[src/shared/bsg_pkg.sv]
package bsg_pkg;

   // ----------------------------------------
   // Sizes and strap encodings
   // ----------------------------------------
   localparam int N_GPIO      = 8;   // GPIO-shared gated inputs
   localparam int N_FIXED     = 4;   // Inputs with a fixed well assignment
   localparam int PG_W        = 2;   // Width of a per-pin gating field
   localparam int PG_MSB      = 1;
   localparam int PG_LSB      = 0;

   // Values of the per-pin power well emulation field
   localparam logic [1:0] PG_VTR    = 2'h0;   // Always-on well, gated only when unselected
   localparam logic [1:0] PG_VCC    = 2'h1;   // Follows main system well
   localparam logic [1:0] PG_UNPWR  = 2'h2;   // Forced unpowered
   localparam logic [1:0] PG_RSVD   = 2'h3;

   localparam logic STRAP_ONE  = 1'b1;
   localparam logic STRAP_ZERO = 1'b0;

   // Reset value of the per-pin control fields
   localparam logic [PG_W-1:0] PG_RESET = 2'h0;

   // Boot sources, one-hot
   typedef enum logic [2:0]
   {
      BSG_BOOT_PRIVATE = 3'h1,
      BSG_BOOT_SHARED  = 3'h2,
      BSG_BOOT_ESPI    = 3'h4
   } bsg_boot_t;

   // Test access port assignment, one-hot
   typedef enum logic [1:0]
   {
      BSG_TAP_DEBUG = 2'h1,
      BSG_TAP_SCAN  = 2'h2
   } bsg_tap_t;

   // Raw strap pin levels
   typedef struct packed
   {
      logic pd_port2;
      logic pd_attached;
      logic private_flash;
      logic boot_source;
      logic scan_mode;
   } bsg_straps_t;

   // Decoded boot configuration
   typedef struct packed
   {
      logic      pd_port2_present;
      logic      pd_devices_attached;
      bsg_boot_t boot_source;
      bsg_tap_t  tap_mode;
   } bsg_config_t;

endpackage

[src/logic/bsg_strap_gate.sv]
`timescale 1ns/1ps

// ----------------------------------------
// Strap capture and input gating
// ----------------------------------------
// Contract
// Gated value when well off or unselected
// Ungated inputs always follow pin
// GPIO field or fixed well per signal
// Port-2 strap: 0 absent, 1 present
// PD strap: 0 none, 1 attached
// Private strap 0 boots private SPI
// Shared strap 1 shared, 0 eSPI
// Scan strap 1 boundary, 0 debug
// Flash load only when select high
// Board holds shared select high in reset
// Straps sampled once at reset release
module bsg_strap_gate
(
   input  wire logic                                       clk,
   input  wire logic                                       resetn,
   input  wire bsg_pkg::bsg_straps_t                       strap_pins,
   input  wire logic                                       shared_flash_chip_select_n,
   input  wire logic                                       main_well_on,
   input  wire logic [bsg_pkg::N_GPIO-1:0]                  gpio_pin_in,
   input  wire logic [bsg_pkg::N_GPIO-1:0]                  gpio_mux_sel,
   input  wire logic [bsg_pkg::N_GPIO*bsg_pkg::PG_W-1:0]    power_well_emulation_select,
   input  wire logic [bsg_pkg::N_GPIO-1:0]                  gpio_gate_value,
   input  wire logic [bsg_pkg::N_GPIO-1:0]                  gpio_no_gate,
   input  wire logic [bsg_pkg::N_FIXED-1:0]                 fixed_pin_in,
   output logic [bsg_pkg::N_GPIO-1:0]                       gpio_internal,
   output logic [bsg_pkg::N_FIXED-1:0]                      fixed_internal,
   output bsg_pkg::bsg_config_t                             boot_config,
   output logic                                            straps_valid,
   output logic                                            flash_load_allowed
);

   // Fixed well assignment for non-shared signals: 1 = main well
   localparam logic [bsg_pkg::N_FIXED-1:0] FIXED_MAIN_WELL = 4'h6;
   localparam logic [bsg_pkg::N_FIXED-1:0] FIXED_GATE_VAL  = 4'h3;
   localparam logic [bsg_pkg::N_FIXED-1:0] FIXED_NO_GATE   = 4'h8;

   logic                  sampled_reg;
   bsg_pkg::bsg_straps_t  straps_reg;
   bsg_pkg::bsg_config_t  config_next;
   logic [bsg_pkg::N_GPIO-1:0]  gpio_next;
   logic [bsg_pkg::N_FIXED-1:0] fixed_next;
   logic                  flash_next;

   // ----------------------------------------
   // Strap capture
   // ----------------------------------------
   // capture once after release
   // Caught by a clocked process since an async reset may only load constants
   always_ff @(posedge clk or negedge resetn)
   begin
      if (!resetn)
      begin
         sampled_reg <= 1'b0;
         straps_reg  <= '0;
      end
      else if (!sampled_reg)
      begin
         sampled_reg <= 1'b1;
         straps_reg  <= strap_pins;
      end
   end

   // Decode of the held strap levels
   always_comb
   begin
      // port two presence
      config_next.pd_port2_present    = (straps_reg.pd_port2 == bsg_pkg::STRAP_ONE);
      // pd devices attached
      config_next.pd_devices_attached = (straps_reg.pd_attached == bsg_pkg::STRAP_ONE);
      // private flash select
      if (straps_reg.private_flash == bsg_pkg::STRAP_ZERO)
         config_next.boot_source = bsg_pkg::BSG_BOOT_PRIVATE;
      // shared versus eSPI
      else if (straps_reg.boot_source == bsg_pkg::STRAP_ONE)
         config_next.boot_source = bsg_pkg::BSG_BOOT_SHARED;
      else
         config_next.boot_source = bsg_pkg::BSG_BOOT_ESPI;
      // tap assignment
      config_next.tap_mode = (straps_reg.scan_mode == bsg_pkg::STRAP_ONE) ?
                             bsg_pkg::BSG_TAP_SCAN : bsg_pkg::BSG_TAP_DEBUG;
   end

   // Outputs held from flops; zero until straps valid
   always_ff @(posedge clk or negedge resetn)
   begin
      if (!resetn)
      begin
         boot_config  <= '0;
         straps_valid <= 1'b0;
      end
      else
      begin
         boot_config  <= sampled_reg ? config_next : '0;
         straps_valid <= sampled_reg;
      end
   end

   // ----------------------------------------
   // Shared flash power indication
   // ----------------------------------------
   // load only when select high
   // Live level, not latched: the flash may lose power later
   assign flash_next = straps_valid && shared_flash_chip_select_n;

   always_ff @(posedge clk or negedge resetn)
   begin
      if (!resetn)
         flash_load_allowed <= 1'b0;
      else
         flash_load_allowed <= flash_next;
   end

   // ----------------------------------------
   // Input gating
   // ----------------------------------------
   genvar g;
   generate
      for (g = 0; g < bsg_pkg::N_GPIO; g++)
      begin : gen_gpio
         logic [bsg_pkg::PG_W-1:0] pg;
         logic                     well_on;
         assign pg = power_well_emulation_select[g*bsg_pkg::PG_W +: bsg_pkg::PG_W];
         // per-pin gating field
         assign well_on = (pg == bsg_pkg::PG_VTR) ||
                          ((pg == bsg_pkg::PG_VCC) && main_well_on);
         // gated when off or unselected
         // ungated follows pin
         assign gpio_next[g] = gpio_no_gate[g] ? gpio_pin_in[g] :
                               (well_on && gpio_mux_sel[g]) ? gpio_pin_in[g] :
                               gpio_gate_value[g];
      end
      for (g = 0; g < bsg_pkg::N_FIXED; g++)
      begin : gen_fixed
         logic well_on;
         // fixed per-signal well
         assign well_on = !FIXED_MAIN_WELL[g] || main_well_on;
         // gated value when off
         // ungated follows pin
         assign fixed_next[g] = (FIXED_NO_GATE[g] || well_on) ? fixed_pin_in[g] :
                                FIXED_GATE_VAL[g];
      end
   endgenerate

   // Registered to keep data outputs off combinational paths
   always_ff @(posedge clk or negedge resetn)
   begin
      if (!resetn)
      begin
         gpio_internal  <= '0;
         fixed_internal <= '0;
      end
      else
      begin
         gpio_internal  <= gpio_next;
         fixed_internal <= fixed_next;
      end
   end

   // ----------------------------------------
   // Checks
   // ----------------------------------------
   a_strap_hold: assert property (
      @(posedge clk) disable iff (!resetn)
      straps_valid && $past(straps_valid) |-> $stable(boot_config))
      else $error("boot config changed after capture");

   a_port2_decode: assert property (
      @(posedge clk) disable iff (!resetn)
      straps_valid |-> boot_config.pd_port2_present == straps_reg.pd_port2)
      else $error("port two decode wrong");

   a_pd_decode: assert property (
      @(posedge clk) disable iff (!resetn)
      straps_valid |-> boot_config.pd_devices_attached == straps_reg.pd_attached)
      else $error("pd attached decode wrong");

   a_private_boot: assert property (
      @(posedge clk) disable iff (!resetn)
      straps_valid && !straps_reg.private_flash
      |-> boot_config.boot_source == bsg_pkg::BSG_BOOT_PRIVATE)
      else $error("private boot not chosen");

   a_shared_boot: assert property (
      @(posedge clk) disable iff (!resetn)
      straps_valid && straps_reg.private_flash
      |-> boot_config.boot_source == (straps_reg.boot_source ?
          bsg_pkg::BSG_BOOT_SHARED : bsg_pkg::BSG_BOOT_ESPI))
      else $error("shared or eSPI boot wrong");

   a_tap_mode: assert property (
      @(posedge clk) disable iff (!resetn)
      straps_valid |-> boot_config.tap_mode == (straps_reg.scan_mode ?
          bsg_pkg::BSG_TAP_SCAN : bsg_pkg::BSG_TAP_DEBUG))
      else $error("tap mode wrong");

   a_flash_gate: assert property (
      @(posedge clk) disable iff (!resetn)
      flash_load_allowed |-> $past(shared_flash_chip_select_n))
      else $error("flash load while select low");

   a_gate_value: assert property (
      @(posedge clk) disable iff (!resetn)
      !gpio_no_gate[0] && !gpio_mux_sel[0] |=> gpio_internal[0] == $past(gpio_gate_value[0]))
      else $error("unselected input not gated");

   a_no_gate: assert property (
      @(posedge clk) disable iff (!resetn)
      gpio_no_gate[0] |=> gpio_internal[0] == $past(gpio_pin_in[0]))
      else $error("ungated input not following pin");

   a_field_unpwr: assert property (
      @(posedge clk) disable iff (!resetn)
      !gpio_no_gate[1] && power_well_emulation_select[3:2] == bsg_pkg::PG_UNPWR
      |=> gpio_internal[1] == $past(gpio_gate_value[1]))
      else $error("unpowered field not gated");

endmodule

[config.mk]
export PLATFORM = sky130hd
export DESIGN_NAME = bsg_strap_gate
export DESIGN_NICKNAME = d
export VERILOG_FILES = /design/src/shared/bsg_pkg.sv /design/src/logic/bsg_strap_gate.sv
export SDC_FILE = /design/constraint.sdc
export NUM_CORES = 1
export LEC_CHECK = 0
export BUFFER_PORTS_ARGS = -buffer_cell sky130_fd_sc_hd__clkbuf_2
export CAP_MARGIN = 20
export CORE_AREA = 2 2 53 55
export DETAILED_ROUTE_END_ITERATION = 8
export DIE_AREA = 0 0 55 57
export GPL_TIMING_DRIVEN = 0
export PLACE_DENSITY = 0.82
export SETUP_SLACK_MARGIN = 0.05
export SLEW_MARGIN = 20
export SYNTH_ARGS = -nofsm -noshare
export SYNTH_HDL_FRONTEND = slang
export SYNTH_SLANG_ARGS = --single-unit
export TNS_END_PERCENT = 5
[constraint.sdc]
create_clock -name clk -period 2.5 [get_ports clk]
set_input_delay 0.625 -clock clk [delete_from_list [all_inputs] [get_ports clk]]
set_output_delay 0.625 -clock clk [all_outputs]
set_load 0.1 [all_outputs]
==> metrics.txt <==
# TYPE chip_impl_metric gauge
chip_impl_info{name="timing.hold.worst.class",value="input port to asynchronous set/reset pin"} 1
chip_impl_metric{name="nNetsFinal",unit=""} 225
chip_impl_metric{name="synth_edf_count",unit=""} 0
chip_impl_metric{name="first_iter_violations",unit=""} 7
chip_impl_metric{name="timing.max_cap.violations",unit=""} 0
chip_impl_metric{name="largest_register_ff_count",unit=""} 8
chip_impl_metric{name="clock_sink_count",unit=""} 27
chip_impl_metric{name="worstPathRequired",unit="ps"} 1880
chip_impl_metric{name="ir_drop",unit="uV"} 352
chip_impl_metric{name="syn2layout_area_growth",unit="%"} 46.0
chip_impl_metric{name="syn_area",unit="um2"} 1020
chip_impl_info{name="tritoncts_clock_tree",value="yes"} 1
chip_impl_metric{name="report.final.slew_viol_count",unit=""} 0
chip_impl_info{name="critical-path-top-delay-family",value="buffers and inverters"} 1
chip_impl_info{name="end_kind",value="primary output"} 1
chip_impl_metric{name="synth_seq_area_share",unit="%"} 65.9
chip_impl_metric{name="met3WireLength",unit="um"} 177
chip_impl_metric{name="post_cts_resized",unit=""} 0
chip_impl_metric{name="relative_slew_margins",unit="%"} 56.9
chip_impl_metric{name="final_util",unit="%"} 57.2
chip_impl_metric{name="ys_seq_elements",unit=""} 27
chip_impl_metric{name="ctsLongestPathBuffers",unit=""} 2
chip_impl_metric{name="finalClockSkew",unit="ps"} 9.19
chip_impl_metric{name="grt_pass1_wl",unit="um"} 3590
chip_impl_metric{name="dp_hpwl",unit="um"} 1890
chip_impl_metric{name="floorplan.die_area",unit="um2"} 3140
chip_impl_info{name="dominantRegCellSynth",value="dfrtp_1"} 1
chip_impl_info{name="yosysMostFrequentCell",value="dfrtp_1"} 1
chip_impl_metric{name="routabilityCongestion",unit=""} 0.667
chip_impl_metric{name="route.layer.met1.wl",unit="um"} 757
chip_impl_metric{name="leakage",unit="nW"} 0.848
chip_impl_info{name="rsz0062_at_grt",value="no"} 1
chip_impl_info{name="clk_root_buffer_cell",value="clkbuf_4"} 1
chip_impl_metric{name="yosysWarnings",unit=""} 0
chip_impl_metric{name="path_max_fanout",unit=""} 2
chip_impl_metric{name="grt_antenna_before_repair",unit=""} 0
chip_impl_metric{name="place.port_buffers",unit=""} 81
chip_impl_metric{name="timing.final.crit_share",unit="%"} 70.3
chip_impl_metric{name="synth_top_area_share",unit="%"} 65.9
chip_impl_info{name="reg.largest.list",value="gpio_internal: 8 flops, boot_config: 7 flops, fixed_internal: 4 flops"} 1
chip_impl_metric{name="via_count_of_the_first_global_routing_pass",unit=""} 928
chip_impl_metric{name="overflow",unit=""} 0
chip_impl_metric{name="ctsHtreeMaxLevel",unit=""} 1
chip_impl_metric{name="tightestPinTransition",unit="ps"} 646
chip_impl_metric{name="postCtsSetupBuffers",unit=""} 0
chip_impl_metric{name="crit_arrival",unit="ps"} 1130
chip_impl_metric{name="drive_above_1_share",unit="%"} 55.8
chip_impl_metric{name="drt.antenna.violating_nets",unit=""} 0
chip_impl_metric{name="start_util",unit="%"} 39.2
chip_impl_metric{name="via_count",unit=""} 865
chip_impl_metric{name="slowest_delay",unit="ps"} 450
chip_impl_metric{name="post-route-min-period",unit="ps"} 1760
chip_impl_metric{name="cts_hold_buffers",unit=""} 0
chip_impl_metric{name="cp_num_buf_inv",unit=""} 1
chip_impl_metric{name="antennaDiodeCount",unit=""} 0
chip_impl_metric{name="die_width",unit="um"} 55
chip_impl_metric{name="synth.lib_cells_used.distinct",unit=""} 16
chip_impl_metric{name="synth_async_reset_ratio",unit="%"} 100
chip_impl_metric{name="row_count",unit=""} 19
chip_impl_metric{name="viasPerCell",unit=""} 4.46
chip_impl_metric{name="coreArea",unit="um2"} 2620
chip_impl_metric{name="numCtsBuffers",unit=""} 3
chip_impl_info{name="crit_type",value="register to primary output"} 1
chip_impl_metric{name="die-height",unit="um"} 57
chip_impl_metric{name="total_count_of_hold_check_failures_in_the_final_report",unit=""} 0
chip_impl_metric{name="netlist_instances",unit=""} 78
chip_impl_metric{name="grtUsageTotal",unit="%"} 15.7
chip_impl_metric{name="synth_fp_nets",unit=""} 139
chip_impl_metric{name="met2RoutedLength",unit="um"} 1240
chip_impl_info{name="synthTopCellsByArea",value="dfrtp_1 (66%), mux2_1 (8.8%), a31oi_1 (4.9%)"} 1
chip_impl_info{name="top_reg_by_flops",value="gpio_internal"} 1
chip_impl_info{name="top_layer_used",value="met4"} 1
chip_impl_metric{name="setup-tns-final",unit="ps"} 0
chip_impl_info{name="yosys-top-cells-count",value="dfrtp_1 (27), inv_1 (9), a31oi_1 (8), mux2_1 (8), nand2b_1 (8)"} 1
chip_impl_info{name="worstSetupStartpointType",value="register"} 1
chip_impl_metric{name="post_drt_wl_per_cell",unit="um"} 11.2
chip_impl_info{name="cp_cell_sequence",value="clkbuf_2"} 1
chip_impl_metric{name="setup_violations",unit=""} 0
chip_impl_metric{name="fillCellCount",unit=""} 246
chip_impl_metric{name="detail_route.first_pass.iterations",unit=""} 4
chip_impl_metric{name="pwr_per_cell_area",unit="nW/um2"} 640
chip_impl_metric{name="route.final.wire_length",unit="um"} 2180
chip_impl_metric{name="maxClockFrequency",unit="MHz"} 569
chip_impl_metric{name="insertion_delay",unit="ps"} 310
chip_impl_metric{name="synth_area_per_cell",unit="um2"} 13.1
chip_impl_metric{name="grt_start_max_net_pins",unit=""} 28
chip_impl_metric{name="drt_drc_violations_left",unit=""} 0
chip_impl_info{name="synth_top_cell_by_area",value="dfrtp_1"} 1
chip_impl_metric{name="io_pins",unit=""} 82
chip_impl_metric{name="path_clk_slew",unit="ps"} 140
chip_impl_info{name="timing.critical_path.slowest_stage_cell",value="clkbuf_2"} 1
chip_impl_info{name="run_status",value="finished, final reports clean"} 1
## final cells by class
class                           count  area, um2  share of cell area [%]
Tap cell                           31       38.8                    2.59
Timing Repair Buffer               81        405                    27.1
Inverter                            9       33.8                    2.26
Sequential cell                    27        676                    45.2
Multi-Input combinational cell     41        310                    20.7
Clock inverter                      1       5.00                   0.334
Clock buffer                        3       22.5                    1.51
Buffer                              1       5.00                   0.334
## where the power goes
group	total [mW]	switching, mW	internal (mW)
clock network	0.179	0.119	0.0597
logic	0.299	0.226	0.0739
registers	0.480	0.0119	0.469
## logic make-up after synthesis
kind of cell,count (synthesis),share of synthesized area [%]
simple gates,19,11.4
mux,12,13.2
other cells,1,0.366
buf+inv,10,3.78
flops,27,65.9
compound gates,9,5.37
## final timing paths
kind | startpoint | to | slack [ps] | depth (start not counted)
min | resetn | boot_config[6] | 300 | 1
max | straps_valid | straps_valid | 740 | 1
max reg2reg | sampled_reg | config_next[5] | 1440 | 2
max in group asynchronous | resetn | gpio_internal[3] | 1770 | 1
min reg2reg | straps_reg[0] | boot_config[0] | 450 | 1
min in group clk | fixed_pin_in[3] | fixed_internal[3] | 410 | 1
## cells in the final DEF, fill, tap and decap left out, drive strengths merged
master	netlist	routed
or2b	1	1
conb	1	1
a31oi	8	8
clkbuf	0	84
and3	1	1
nor2b	2	2
nand2b	8	8
dfrtp	27	27
nor2	1	1
mux2	12	12
nand2	1	1
and2	5	5
inv	9	9
o21ai	1	1
buf	1	1
clkinv	0	1
## routing by layer
layer	GRT usage [%]	vias to the layer above
met4	5.57	0
met1	16.1	399
met3	4.19	2
li1	-	422
met5	0	-
met2	29.3	42
## metrics by stage
step	hold WS [ps]	cells	setup WS [ps]	instance area, um2	power (mW)
after global routing	329	194	669	1500	1.02
after floorplan	329	78	982	1020	0.703
after global placement	419	190	912	1470	0.784
final	305	194	742	1500	0.958
after CTS	320	194	718	1500	0.974
after detailed placement	426	190	884	1470	0.793
Power figures use the tool's default switching activity.
